===== src/shared/arb_regs.svh =====
// Constants for the converter result buffer and sequencer
//
// Behaviour
// - The samples-per-interrupt count sets the interrupt flag; the interrupt line follows it only while enabled.
// - With scanning on, the scan list restarts at its first entry when the samples-per-interrupt count completes.
// - With DMA buffer mode off, the write pointer returns to buffer zero at each samples-per-interrupt boundary.
// - With DMA buffer mode on, the samples-per-interrupt count decides when the DMA address advances.
// - In DMA buffer mode results land only in buffer zero; the DMA address advances once the last result of each samples-per-interrupt count is taken.
// - With DMA buffer mode off, sixteen result buffers fill in sequence, whatever analog input was converted.
// - The done flag clears at conversion start or on software clear, sets at conversion end, and holds through the sample phase.
`ifndef ARB_REGS_SVH
`define ARB_REGS_SVH

// ==========================================================
// Widths and depths
`define ARB_RESULT_W 12
`define ARB_BUF_DEPTH 16
`define ARB_BUF_IDX_W 4
`define ARB_FIFO_DEPTH 8
`define ARB_SAMPLES_PER_INTERRUPT_COUNT_W 5
`define ARB_CHAN_W 5
`define ARB_SCAN_W 32
`define ARB_DMA_ADDR_W 8

// ==========================================================
// Reset values
`define ARB_RST_PTR 4'h0
`define ARB_RST_CNT 5'h00
`define ARB_RST_CHAN 5'h00
`define ARB_RST_ADDR 8'h00

`endif


===== src/shared/arb_pkg.sv =====
// Types shared by the converter result buffer and sequencer
`include "arb_regs.svh"
package arb_pkg;
   typedef logic [`ARB_RESULT_W-1:0] arb_result_t;
   typedef logic [`ARB_CHAN_W-1:0] arb_chan_t;
   typedef enum logic {ARB_MODE_BUFFERED, ARB_MODE_DMA} arb_mode_t;
endpackage


===== src/shared/arb_stream_if.sv =====
// Valid/ready stream carrier between the block's own modules
`timescale 1ns/1ps
interface arb_stream_if #(parameter int WIDTH = 12);
   logic valid;
   logic ready;
   logic [WIDTH-1:0] data;
   modport src (output valid, output data, input ready);
   modport snk (input valid, input data, output ready);
endinterface


===== src/hdl/arb_fifo.sv =====
// Synchronous FIFO with registered full and empty flags
`timescale 1ns/1ps
module arb_fifo #(
   parameter int WIDTH = 12,
   parameter int DEPTH = 8
) (
   input wire logic i_core_clk,  // Core clock
   input wire logic i_sys_rst,   // Synchronous reset, active high
   arb_stream_if.snk wr,         // Filling side
   arb_stream_if.src rd          // Draining side
);
   localparam int AW = $clog2(DEPTH);

   logic [WIDTH-1:0] mem [DEPTH];
   logic [AW-1:0] wptr_r;
   logic [AW-1:0] rptr_r;
   logic [AW:0] cnt_r;
   logic full_r;
   logic empty_r;
   logic room_r;
   logic push;
   logic pop;

   // Handshakes on both sides
   assign push = wr.valid & room_r;
   assign pop = ~empty_r & rd.ready;
   assign wr.ready = room_r;
   assign rd.valid = ~empty_r;
   assign rd.data = mem[rptr_r];

   // ==========================================================
   // Storage
   always_ff @(posedge i_core_clk) begin
      if (push) begin
         mem[wptr_r] <= wr.data;
      end
   end

   // Pointers wrap at the depth
   always_ff @(posedge i_core_clk) begin
      if (i_sys_rst) begin
         wptr_r <= '0;
         rptr_r <= '0;
      end else begin
         if (push) begin
            wptr_r <= (wptr_r == AW'(DEPTH - 1)) ? '0 : AW'(wptr_r + 1'b1);
         end
         if (pop) begin
            rptr_r <= (rptr_r == AW'(DEPTH - 1)) ? '0 : AW'(rptr_r + 1'b1);
         end
      end
   end

   // Fill level and its flags
   always_ff @(posedge i_core_clk) begin
      if (i_sys_rst) begin
         cnt_r <= '0;
         full_r <= 1'b0;
         empty_r <= 1'b1;
         room_r <= 1'b1;
      end else begin
         cnt_r <= (AW+1)'(cnt_r + push - pop);
         room_r <= ((AW+1)'(cnt_r + push - pop) != (AW+1)'(DEPTH));
         full_r <= ((AW+1)'(cnt_r + push - pop) == (AW+1)'(DEPTH));
         empty_r <= ((AW+1)'(cnt_r + push - pop) == '0);
      end
   end
endmodule


===== src/hdl/arb_core.sv =====
// Converter result buffer, conversion counter and scan sequencer
`timescale 1ns/1ps
`include "arb_regs.svh"
module arb_core (
   input wire logic i_core_clk,                               // Core clock, 20 MHz
   input wire logic i_sys_rst,                                // Synchronous reset, active high
   input wire logic i_result_valid,                           // Front end result valid
   input wire arb_pkg::arb_result_t i_result_data,            // Front end result word
   output logic o_result_ready,                               // Result FIFO has room
   input wire logic i_conv_start,                             // Conversion begins, pulse
   input wire logic i_conv_end,                               // Conversion finishes, pulse
   input wire logic i_done_sw_clear,                          // Software clears done flag
   input wire logic [`ARB_SAMPLES_PER_INTERRUPT_COUNT_W-1:0] i_samples_per_interrupt_count, // Conversions per event minus one
   input wire logic i_int_enable,                             // Interrupt enable
   input wire logic i_int_flag_clear,                         // Software clears interrupt flag
   input wire logic i_channel_scan_enable,                    // Scan the channel list
   input wire logic [15:0] i_scan_select_low,                 // Scan list, inputs 0 to 15
   input wire logic [15:0] i_scan_select_high,                // Scan list, inputs 16 to 31
   input wire arb_pkg::arb_chan_t i_fixed_channel,            // Channel when not scanning
   input wire arb_pkg::arb_mode_t i_dma_buffer_mode_enable,   // DMA buffer mode
   input wire logic [`ARB_BUF_IDX_W-1:0] i_buf_rd_index,      // Result buffer read index
   input wire logic i_dma_ready,                              // DMA takes the result
   output arb_pkg::arb_result_t o_buf_rd_data,                // Result buffer read data
   output arb_pkg::arb_chan_t o_scan_channel,                 // Channel to convert next
   output logic o_conv_done,                                  // Conversion-done flag
   output logic o_int_flag,                                   // Converter interrupt flag
   output logic o_irq,                                        // Interrupt request
   output logic o_dma_valid,                                  // DMA result pending
   output arb_pkg::arb_result_t o_dma_data,                   // DMA result word
   output logic [`ARB_DMA_ADDR_W-1:0] o_dma_addr,             // DMA address offset
   output logic [`ARB_BUF_IDX_W-1:0] o_wr_ptr                 // Result write pointer
);
   import arb_pkg::*;

   arb_result_t buf_r [`ARB_BUF_DEPTH];
   logic [`ARB_SAMPLES_PER_INTERRUPT_COUNT_W-1:0] cnt_r;
   logic [`ARB_SCAN_W-1:0] scan_mask;
   logic dma_mode;
   logic pop;
   logic last;
   logic int_nxt;
   arb_chan_t first_chan;
   arb_chan_t next_chan;

   arb_stream_if #(.WIDTH(`ARB_RESULT_W)) in_s ();
   arb_stream_if #(.WIDTH(`ARB_RESULT_W)) out_s ();

   // First selected channel at or after a start index, wrapping
   function automatic arb_chan_t next_set(input logic [`ARB_SCAN_W-1:0] mask, input arb_chan_t start);
      arb_chan_t idx;
      arb_chan_t found;
      logic hit;
      found = '0;
      hit = 1'b0;
      for (int i = 0; i < `ARB_SCAN_W; i++) begin
         idx = arb_chan_t'(start + arb_chan_t'(i));
         if (!hit && mask[idx]) begin
            found = idx;
            hit = 1'b1;
         end
      end
      return found;
   endfunction

   // ==========================================================
   // Result FIFO in the data path
   assign in_s.valid = i_result_valid;
   assign in_s.data = i_result_data;

   arb_fifo #(.WIDTH(`ARB_RESULT_W), .DEPTH(`ARB_FIFO_DEPTH)) u_fifo (
      .i_core_clk (i_core_clk),
      .i_sys_rst (i_sys_rst),
      .wr (in_s.snk),
      .rd (out_s.src)
   );

   // Room flag taken straight from the FIFO's room flop
   assign o_result_ready = in_s.ready;

   // A completed conversion drains one word; DMA mode waits for the reader
   assign dma_mode = (i_dma_buffer_mode_enable == ARB_MODE_DMA);
   assign out_s.ready = ~dma_mode | ~o_dma_valid | i_dma_ready;
   assign pop = out_s.valid & out_s.ready;
   assign last = (cnt_r == i_samples_per_interrupt_count);
   assign scan_mask = {i_scan_select_high, i_scan_select_low};
   assign first_chan = next_set(scan_mask, '0);
   assign next_chan = next_set(scan_mask, arb_chan_t'(o_scan_channel + 1'b1));

   // ==========================================================
   // Conversion counter against the samples-per-interrupt count
   always_ff @(posedge i_core_clk) begin
      if (i_sys_rst) begin
         cnt_r <= `ARB_RST_CNT;
      end else if (pop) begin
         cnt_r <= last ? `ARB_RST_CNT : `ARB_SAMPLES_PER_INTERRUPT_COUNT_W'(cnt_r + 1'b1);
      end
   end

   // Write pointer: sequential fill, zero in DMA mode
   always_ff @(posedge i_core_clk) begin
      if (i_sys_rst) begin
         o_wr_ptr <= `ARB_RST_PTR;
      end else if (pop) begin
         if (dma_mode || last) begin
            o_wr_ptr <= `ARB_RST_PTR;
         end else begin
            o_wr_ptr <= `ARB_BUF_IDX_W'(o_wr_ptr + 1'b1);
         end
      end
   end

   // Result buffers, buffer zero only in DMA mode
   always_ff @(posedge i_core_clk) begin
      if (pop) begin
         buf_r[dma_mode ? `ARB_RST_PTR : o_wr_ptr] <= out_s.data;
      end
   end

   // Registered read port
   always_ff @(posedge i_core_clk) begin
      if (i_sys_rst) begin
         o_buf_rd_data <= '0;
      end else begin
         o_buf_rd_data <= buf_r[i_buf_rd_index];
      end
   end

   // ==========================================================
   // Interrupt flag: set wins over clear, line gated by enable
   assign int_nxt = (pop && last) ? 1'b1 : (i_int_flag_clear ? 1'b0 : o_int_flag);
   always_ff @(posedge i_core_clk) begin
      if (i_sys_rst) begin
         o_int_flag <= 1'b0;
         o_irq <= 1'b0;
      end else begin
         o_int_flag <= int_nxt;
         o_irq <= int_nxt & i_int_enable;
      end
   end

   // Scan sequencer: start on the list, restart it at the count boundary
   always_ff @(posedge i_core_clk) begin
      if (i_sys_rst) begin
         o_scan_channel <= `ARB_RST_CHAN;
      end else if (!i_channel_scan_enable) begin
         o_scan_channel <= i_fixed_channel;
      end else if (pop) begin
         o_scan_channel <= last ? first_chan : next_chan;
      end else if (!scan_mask[o_scan_channel]) begin
         o_scan_channel <= first_chan;
      end
   end

   // DMA hand-off of buffer zero, address stepped per count
   always_ff @(posedge i_core_clk) begin
      if (i_sys_rst) begin
         o_dma_valid <= 1'b0;
         o_dma_data <= '0;
         o_dma_addr <= `ARB_RST_ADDR;
      end else begin
         if (pop && dma_mode) begin
            o_dma_valid <= 1'b1;
            o_dma_data <= out_s.data;
         end else if (i_dma_ready) begin
            o_dma_valid <= 1'b0;
         end
         if (o_dma_valid && i_dma_ready && dma_mode && cnt_r == `ARB_RST_CNT) begin
            o_dma_addr <= `ARB_DMA_ADDR_W'(o_dma_addr + 1'b1);
         end
      end
   end

   // Done flag: conversion end wins, start or software clears
   always_ff @(posedge i_core_clk) begin
      if (i_sys_rst) begin
         o_conv_done <= 1'b0;
      end else if (i_conv_end) begin
         o_conv_done <= 1'b1;
      end else if (i_conv_start || i_done_sw_clear) begin
         o_conv_done <= 1'b0;
      end
   end
endmodule


===== config.mk =====
export PLATFORM = sky130hd
export DESIGN_NAME = arb_core
export DESIGN_NICKNAME = d
export VERILOG_FILES = /design/src/shared/arb_pkg.sv /design/src/shared/arb_stream_if.sv /design/src/hdl/arb_fifo.sv /design/src/hdl/arb_core.sv
export VERILOG_INCLUDE_DIRS = /design/src /design/src/shared
export SDC_FILE = /design/constraint.sdc
export NUM_CORES = 1
export LEC_CHECK = 0
export BUFFER_PORTS_ARGS = -buffer_cell sky130_fd_sc_hd__buf_4
export CAP_MARGIN = 15
export CELL_PAD_IN_SITES_DETAIL_PLACEMENT = 1
export CELL_PAD_IN_SITES_GLOBAL_PLACEMENT = 1
export CORE_ASPECT_RATIO = 1.2
export CORE_MARGIN = 4
export CORE_UTILIZATION = 40
export CTS_CLUSTER_SIZE = 30
export DETAILED_ROUTE_END_ITERATION = 8
export GPL_ROUTABILITY_DRIVEN = 0
export PLACE_DENSITY_LB_ADDON = 0.12
export SETUP_SLACK_MARGIN = 0.02
export SLEW_MARGIN = 20
export SYNTH_ARGS = -nofsm -noshare
export SYNTH_HDL_FRONTEND = slang
export SYNTH_SLANG_ARGS = --single-unit

===== constraint.sdc =====
create_clock -name i_core_clk -period 12.3 [get_ports i_core_clk]
set_input_delay 0 -clock i_core_clk [delete_from_list [all_inputs] [get_ports i_core_clk]]
set_output_delay 0 -clock i_core_clk [all_outputs]
set_load 0.01 [all_outputs]

After elaboration in Yosys (flattened, before gate mapping)
Memories as Yosys holds them, arrays and structs flattened. A register that Yosys moved wholly into a read port is not among the register bits.
Index checks and enable logic that the tools add are counted.

word-level totals
  register bits = 50
  RAM bits = 288
  word-level logic and storage cells = 448
  memories kept = 2

memories
  name        depth  width  read ports  clocked after memory_dff  write ports  RTL line        source
  buf_r       16     12     1           1                         1            arb_core.sv:35  arb_result_t buf_r [`ARB_BUF_DEPTH];
  u_fifo.mem  8      12     1           1                         1            arb_fifo.sv:14  logic [WIDTH-1:0] mem [DEPTH];

operators by class
  add/sub/neg operators = 39
  order comparisons = 33
  equality and inequality tests = 5
  mux-type cells = 212
  bitwise operators = 8
  reduce and logical (&&, ||, !) cells = 135

operators by type and width
  cell                                                 count
  two-way mux 5 bit                                    66
  < comparator 5 x 6 -> 1 bit (second input constant)  33
  binary-select mux 1 bit (select 5 bit)               33
  two-way mux 1 bit                                    106
  adder 5 bit (second input constant)                  16
  logical AND 1 bit                                    67
  zero test 1 bit                                      62
  adder 5 x 4 -> 5 bit (second input constant)         8
  adder 5 x 3 -> 5 bit (second input constant)         4
  adder 5 x 1 -> 5 bit (second input constant)         3
  two-way mux 3 bit                                    4
  adder 5 x 2 -> 5 bit (second input constant)         2
  adder 8 x 1 -> 8 bit (second input constant)         1
  two-way mux 4 bit                                    2
  adder 3 x 1 -> 3 bit (second input constant)         2
  equality test 3 bit (second input constant)          2
  equality test 5 bit                                  1
  zero test 5 bit                                      1
  adder 4 x 1 -> 4 bit                                 1
  adder 4 x 1 -> 4 bit (second input constant)         1
  zero test 4 bit                                      1
  inequality test 4 bit (second input constant)        1
  nonzero test 2 bit                                   2
  subtractor 4 x 1 -> 4 bit                            1
  6 further kinds                                      12

Depth between registers and ports, before layout
Gate-level depths: netlist of run 1.

  depth after elaboration = 100
  depth in mapped cells = 26
  gate-level depth less buffers = 17

Hierarchy
Synthesis of run 1 repeated with hierarchy kept, for this count alone.

unflattened totals
  cell total of the unflattened synthesis = 1655
  area total of the unflattened synthesis = 20304.5 µm²

modules (own cells, without submodules)
  module    instances  cells an instance  area each (µm²)
  arb_core  1          1436               15896.5
  arb_fifo  1          219                4408.0

Worst setup path after synthesis of run 1
No wires, ideal clock.

  path kind = register to register
  start point = register o_scan_channel[0]
  end point = register o_scan_channel[1]
  library setup time = 59 ps
  data arrival time = 5138 ps
  data required time = 12241 ps
  slack = 7104 ps
  cell stages (with the launch flop) = 24
  period minus slack after synthesis = 5196 ps
  cell sequence = dfxtp_1 -> buf_4 -> inv_1 -> buf_2 -> clkbuf_1 -> ha_1 -> buf_6 -> buf_8 -> buf_6 -> buf_6 -> mux2_4 -> mux4_2 -> mux2i_4 -> nor2_2 -> a21oi_4 -> nand3_4 -> nor4_4 -> buf_6 -> nand3_1 -> buf_2 -> or3_1 -> mux2_2 -> o211ai_1 -> a31o_1

between the ends
  word-level cells in the longest chain between the ends = 100
  elaborated cells on any way between the ends = 227
  classes of those cells = add/sub: 32; eq/ne: 1; mux: 132; reduce/logical: 62

RTL lines
  element                                                         RTL line         source
  from (decl)                                                     arb_core.sv:24   output arb_pkg::arb_chan_t o_scan_channel,
  from (signal assigned)                                          arb_core.sv:144  o_scan_channel <= `ARB_RST_CHAN;
  from (signal assigned)                                          arb_core.sv:146  o_scan_channel <= i_fixed_channel;
  from (signal assigned)                                          arb_core.sv:148  o_scan_channel <= last ? first_chan : next_chan;
  branches (longest 100 deep; another with adder 5 x 1 -> 5 bit)  n/a

Parallel ways; which one is timed is not known. The select of a mux whose other input is x is not followed.
A chain may end at the register's enable or synchronous reset.

Final worst setup path of run 1
  start point = register o_scan_channel[0]
  end point = register o_scan_channel[0]

The elaborated chain is that of the path after synthesis.

==> key figures, run 1 <==
CTS
  – Post-CTS sizing: 0
  – Clk sinks: 353
  – Maximum root-to-sink buffer count: 3
  – Clock-pin slew on the worst setup and hold paths: 0.06 ns
  – CTS Buf Count: 37
  – Clock latency on the worst-skew pair: 0.54 ns
  – CTS root buf: clkbuf_16
  – TritonCTS clock tree: done
  – H-tree level count: 2

STA
  – Minimum clock period: 7.19 ns
  – Worst Skew: 0.0215 ns
  – Setup_tns: 0 ns
  – Tcrit/Tclk final: 0.584
  – Count of final max-slew check failures: 0
  – Least-Margin Pin Slew: 1.12 ns
  – Final Hold Fails: 0
  – PnR worst setup slack: 5.11 ns
  – Fmax: 139 MHz
  – Slew HR: 0.250
  – RSZ-0062 raised after global routing: no
  – Setup violations, final: 0

Global route
  – Initial antenna violation count: 0
  – All-Layer GR Usage: 0.249
  – First-pass GRT wire length: 101 mm
  – Gr ovfl total: 0
  – Vias in the first global route: 15,500
  – Largest net degree at the start of global routing: 60

Yosys
  – Post-synth EDFFs: 288
  – Netlist Area Pre-Place: 20,000 sq um
  – Number of synthesized register bits: 353
  – Synth cell types: 101
  – Syn Nets: 1,687
  – Synth area leaders: edfxtp_1 43%, mux4_2 14%, dfxtp_1 6.5%
  – Syn Inst Count: 1,598
  – Avg Cell Area, Syn: 12.5 sq um
  – Dominant cell type by area after synthesis: edfxtp_1
  – Ys flop type: edfxtp_1
  – Synth top area share: 0.433
  – Synthesis warning total: 0
  – FFs w/ async S/R, synth: 0
  – Post-synthesis sequential area ratio: 0.499

Worst setup path
  – Crit-path max FO: 48
  – CP startpoint kind: flip-flop
  – Worst setup EP type: flip-flop
  – Critical Path RT: 12.74 ns
  – Worst path max stage delay: 0.83 ns
  – Critical path cell sequence: inv_1, buf_4, ha_4, buf_4, o31ai_2, xnor2_1, mux4_2, mux2i_1, nand2_1, nor4_4, nand3_1, o21ai_0, or4_1, nor4_1, or4_1, a311oi_1
  – Worst setup path class: reg2reg
  – Worst path slowest cell: xnor2_1
  – Crit path DAT: 7.62 ns

Status
  – Status: finished, final reports clean

Placed design
  – Input/output buffers: 114
  – Post-DP HPWL: 46.7 mm
  – Pre-CTS WS: 5.23 ns

Route
  – Drt pass-1 iters: 5
  – Remaining routing DRC violations: 0
  – Via density per instance: 6.24
  – WL per Instance: 28.1 microns
  – DR vias: 14,900
  – Final antenna-violating net count: 0
  – Final wirelength: 67.2 mm
  – 1st-iter DRT viols: 1,563

Floorplanning
  – Die X: 212 microns
  – Core box area: 49,200 sq um
  – Top-Level Pins: 115
  – Die Ht: 253 microns
  – Initial Util: 0.405
  – Row count: 89
  – Die area: 53,500 sq um

Cells and area
  – N_diodes: 0
  – Syn-to-layout area delta: 15.4%
  – Share of cells above drive strength 1: 0.244
  – Layout Nets: 1,813
  – Fill cell count: 5,143

Hold path
  – Hold Crit Class: in2reg

Run
  – Max_cap viols: 0
## cells by family after synthesis
logic type                 after synthesis  synth area share
muxes                                  241             0.201
DFF                                    353             0.499
AOI/OAI and AO/OA                      339             0.115
adders and majority gates               20            0.0129
and+or+nand+nor                        466             0.119
xor gates and xnor gates                52            0.0246
buffers and inverters                  127            0.0282
## repair_timing
item	4_1_cts	5_1_grt
endpoints found under the hold margin	103	0
hold buffers	21	0
buffers inserted	0	0
## cell usage in the layout, fill, tap and decap left out, types with 12 or more instances in the layout
master / synthesis / layout
mux4_2: 122 / 122
clkbuf_16: 0 / 38
xor2_1: 14 / 14
inv_1: 40 / 40
o21ai_0: 57 / 57
nor2_1: 157 / 150
dlygate4sd3_1: 0 / 21
dfxtp_1: 65 / 63
mux2i_1: 75 / 75
xnor2_1: 34 / 34
nand3_1: 30 / 30
nor2b_1: 24 / 24
nand2_1: 94 / 94
nand2b_1: 21 / 21
o22ai_1: 13 / 13
nand4_1: 12 / 12
nor3_1: 41 / 34
a211oi_1: 18 / 18
ha_1: 19 / 18
a21oi_1: 86 / 86
mux2_2: 41 / 41
buf_4: 2 / 150
o31ai_1: 14 / 14
a31oi_1: 14 / 14
edfxtp_1: 288 / 288
## worst max-delay path, delay by kind of cell, from the launching register on
kind / cells / cell delay (ns)
buffers and inverters: 3 / 1.26
flip-flops: 1 / 0.52
multiplexers: 2 / 1.02
AND/OR/NAND/NOR: 6 / 2.07
AO/OA/AOI/OAI: 3 / 0.77
XOR/XNOR: 1 / 0.83
adder cells (fa/ha/maj): 1 / 0.56
## per-layer routing
layer,vias to the layer above,routed length (microns),GRT usage
met3,141,4330,0.0410
met1,7617,28900,0.348
li1,6553,-,-
met5,-,0,0
met2,593,31400,0.399
met4,0,2540,0.0828
## cells in the mapped netlist (14+ instances only)
cell type	instances
o21ai_0	57
nand2b_1	21
nor2b_1	24
nand2_1	94
o31ai_1	14
mux4_2	122
edfxtp_1	288
a31oi_1	14
xor2_1	14
buf_1	14
buf_2	17
clkbuf_1	44
dfxtp_1	65
xnor2_1	34
a211oi_1	18
nor2_1	157
mux2i_1	75
mux2_2	41
a21oi_1	86
nand3_1	30
inv_1	40
nor3_1	41
ha_1	19
## flip-flops by register name, summed over array words and instances (netlist names), named ones only
name             cells
buf_r              192
u_fifo.mem          96
o_buf_rd_data       12
o_dma_data          12
o_dma_addr           8
cnt_r                5
o_scan_channel       5
o_wr_ptr             4
u_fifo.cnt_r         4
u_fifo.rptr_r        3
u_fifo.wptr_r        3
o_conv_done          1
o_dma_valid          1
o_int_flag           1
o_irq                1
u_fifo.empty_r       1
u_fifo.wr.ready      1
## worst paths after layout
kind / from / to / slack [ns] / cells after the start
worst min register to register: u_fifo.rptr_r[2]$_SDFFE_PP0P_ / u_fifo.rptr_r[2]$_SDFFE_PP0P_ / 0.49 / 2
worst max register to register: o_scan_channel[0]$_SDFFE_PP0P_ / o_scan_channel[0]$_SDFFE_PP0P_ / 5.11 / 16
worst max-delay path: o_scan_channel[0]$_SDFFE_PP0P_ / o_scan_channel[0]$_SDFFE_PP0P_ / 5.11 / 16
worst min-delay path: i_sys_rst / o_dma_addr[0]$_SDFFE_PP0P_ / 0.03 / 2
## area by class of cell
type                    count  area, sq um  area share
clock buffers              51         1020      0.0443
clock inverters            16          225     0.00978
inverters                  43          161     0.00701
multi-input cells        1118         9530       0.414
flip-flops and latches    353         9950       0.432
well taps                 637          797      0.0346
repair buffers            171         1340      0.0580
## stage by stage
step           hold WS (ns)  std cells   util  instance area (sq um)
2_1_floorplan        0.0989       1598      -                  20000
3_3_place_gp          0.205       2301  0.438                  21600
3_5_place_dp          0.208       2301  0.438                  21600
4_1_cts              0.0207       2389  0.468                  23000
5_1_grt              0.0381       2389  0.468                  23000
6_report             0.0288       2389  0.468                  23000
Power of run 1 is not shown: default switching activity piles up to over one toggle a cycle in this logic, so the estimate is an artifact.
==> inputs of run 2 (changes only) <==
Clock period 12.3 ns to 6.35 ns, I/O delays scaled along.
==> run 2 against run 1 <==
Via count is essentially flat. Worst hold slack lost 0.024 ns. Non-clock buffer count grew 30. First-iteration DRC count shrank 21%. Fmax grew 20%. Global-route usage shrank 0.38 points. Clock skew shrank 0.010 ns. Count of clock-buffer cells in the layout grew 6. Worst setup slack lost 4.7 ns. Sequential cell count is the same. Critical endpoint unchanged.
==> key figures, run 2 (synthesis gave the netlist of run 1 again) <==
Floorplanning
  – Die Ht: 253 microns
  – Row count: 89
  – Core box area: 49,200 sq um
  – Die area: 53,500 sq um
  – Initial Util: 0.405
  – Top-Level Pins: 115
  – Die X: 212 microns

STA
  – Count of final max-slew check failures: 0
  – Worst Skew: 0.0113 ns
  – Final Hold Fails: 0
  – Tcrit/Tclk final: 0.941
  – Minimum clock period: 5.97 ns
  – Setup_tns: 0 ns
  – Slew HR: 0.267
  – Least-Margin Pin Slew: 1.10 ns
  – Setup violations, final: 0
  – Fmax: 167 MHz

Worst setup path
  – Crit path top cell by count: nand2_1
  – Worst setup path class: reg2reg
  – Worst path bufs/invs: 2
  – Worst path max stage delay: 0.67 ns
  – Critical Path RT: 6.78 ns
  – Worst setup EP type: flip-flop
  – Critical path cell sequence: nand3_1, xnor2_4, inv_1, ha_1, nand2_1, nand2_1, xnor2_1, mux2i_1, buf_4, nand2_1, nor4_4, nand4_4, nor3b_4, nor4_1, or4_1, a311oi_1
  – CP startpoint kind: flip-flop
  – Worst path slowest cell: nor4_4
  – Kind of cell adding the most delay to the critical path: simple AND/OR/NAND/NOR gates
  – Crit-path max FO: 18
  – Crit path DAT: 6.40 ns

Route
  – Final wirelength: 66.2 mm
  – 1st-iter DRT viols: 1,227
  – DR vias: 14,900
  – Via density per instance: 6.16
  – Remaining routing DRC violations: 0
  – WL per Instance: 27.4 microns
  – Drt pass-1 iters: 5
  – Final antenna-violating net count: 0

Cells and area
  – Biggest regs: buf_r x192, u_fifo.mem x96
  – Biggest register: buf_r
  – N_diodes: 0
  – Multi-input logic area: 9560 sq um
  – Commonest non-fill, non-tap cell in the layout: edfxtp_1
  – Layout Nets: 1,844
  – Share of cells above drive strength 1: 0.257
  – Most frequent cells in the layout: 288 x edfxtp_1, 177 x buf_4, 153 x nor2_1
  – Fill cell count: 5,145
  – Max FFs per register: 192
  – Syn-to-layout area delta: 16.7%
  – Reg area: 9950 sq um

Global route
  – Gr ovfl total: 0
  – First-pass GRT wire length: 99.3 mm
  – All-Layer GR Usage: 0.245
  – Largest net degree at the start of global routing: 57
  – Initial antenna violation count: 0
  – Vias in the first global route: 15,500

Placed design
  – Post-DP HPWL: 46.9 mm
  – Input/output buffers: 114

CTS
  – CTS Buf Count: 38
  – Clock-pin slew on the worst setup and hold paths: 0.05 ns
  – H-tree level count: 2
  – Clock latency on the worst-skew pair: 0.53 ns
  – Clk sinks: 353
  – TritonCTS clock tree: done
  – CTS root buf: clkbuf_16
  – Maximum root-to-sink buffer count: 3

Run
  – Max_cap viols: 0

Hold path
  – Hold Crit Class: in2reg

Status
  – Status: finished, final reports clean
==> run 2: worst register-to-register path, delay by kind of cell, from the launching register on <==
family	cells	cell delay [ns]
AO/OA/AOI/OAI	1	0.27
XOR/XNOR	2	1.02
adder cells (fa/ha/maj)	1	0.34
buffers and inverters	2	0.57
flip-flops	1	0.61
multiplexers	1	0.35
AND/OR/NAND/NOR	9	2.72
==> run 2: final cells by class <==
type / instances / share of cell area
Timing Repair Buffer: 201 / 0.0683
Tap cell: 637 / 0.0342
Inverter: 43 / 0.00693
Clock buffer: 57 / 0.0474
Clock inverter: 12 / 0.00511
Multi-Input combinational cell: 1118 / 0.411
Sequential cell: 353 / 0.428
==> run 2: worst paths after layout <==
path	startpoint	to	slack, ns	cells past startpoint
max	o_scan_channel[0]$_SDFFE_PP0P_	o_scan_channel[0]$_SDFFE_PP0P_	0.38	16
min	i_sys_rst	o_dma_data[5]$_SDFFE_PP0P_	0.005	2
min reg2reg	u_fifo.rptr_r[2]$_SDFFE_PP0P_	flip-flop	0.49	2
max reg2reg	o_scan_channel[0]$_SDFFE_PP0P_	o_scan_channel[0]$_SDFFE_PP0P_	0.38	16
==> run 2: what timing repair did <==
action | 4_1_cts | 5_1_grt
endpoints found under the hold margin | 104 | 0
resized for setup | 0 | 3
hold buffers | 22 | 0
buffers inserted | 0 | 4
setup endpoints to repair | 0 | 5
==> run 2: metal layers <==
metal,track usage,part of all wire
met1,0.342,0.43
met2,0.399,0.48
met3,0.0344,0.056
met4,0.0797,0.033
met5,0,0
==> run 2: metrics by stage <==
| step | hold WS [ns] | worst slack (ns) | utilization | instances | instance area [sq um] |
|---|---|---|---|---|---|
| finish | 0.00532 | 0.376 | 0.473 | 2421 | 23300 |
| global route | 0.0366 | -0.0240 | 0.473 | 2421 | 23300 |
| CTS | 0.0110 | 0.0621 | 0.471 | 2417 | 23200 |
| detailed placement | 0.206 | 0.0726 | 0.442 | 2326 | 21800 |
| global placement | 0.204 | 0.170 | 0.442 | 2326 | 21800 |
| floorplan | 0.0989 | 1.15 | - | 1598 | 20000 |
Power of run 2 is left out for the same reason.
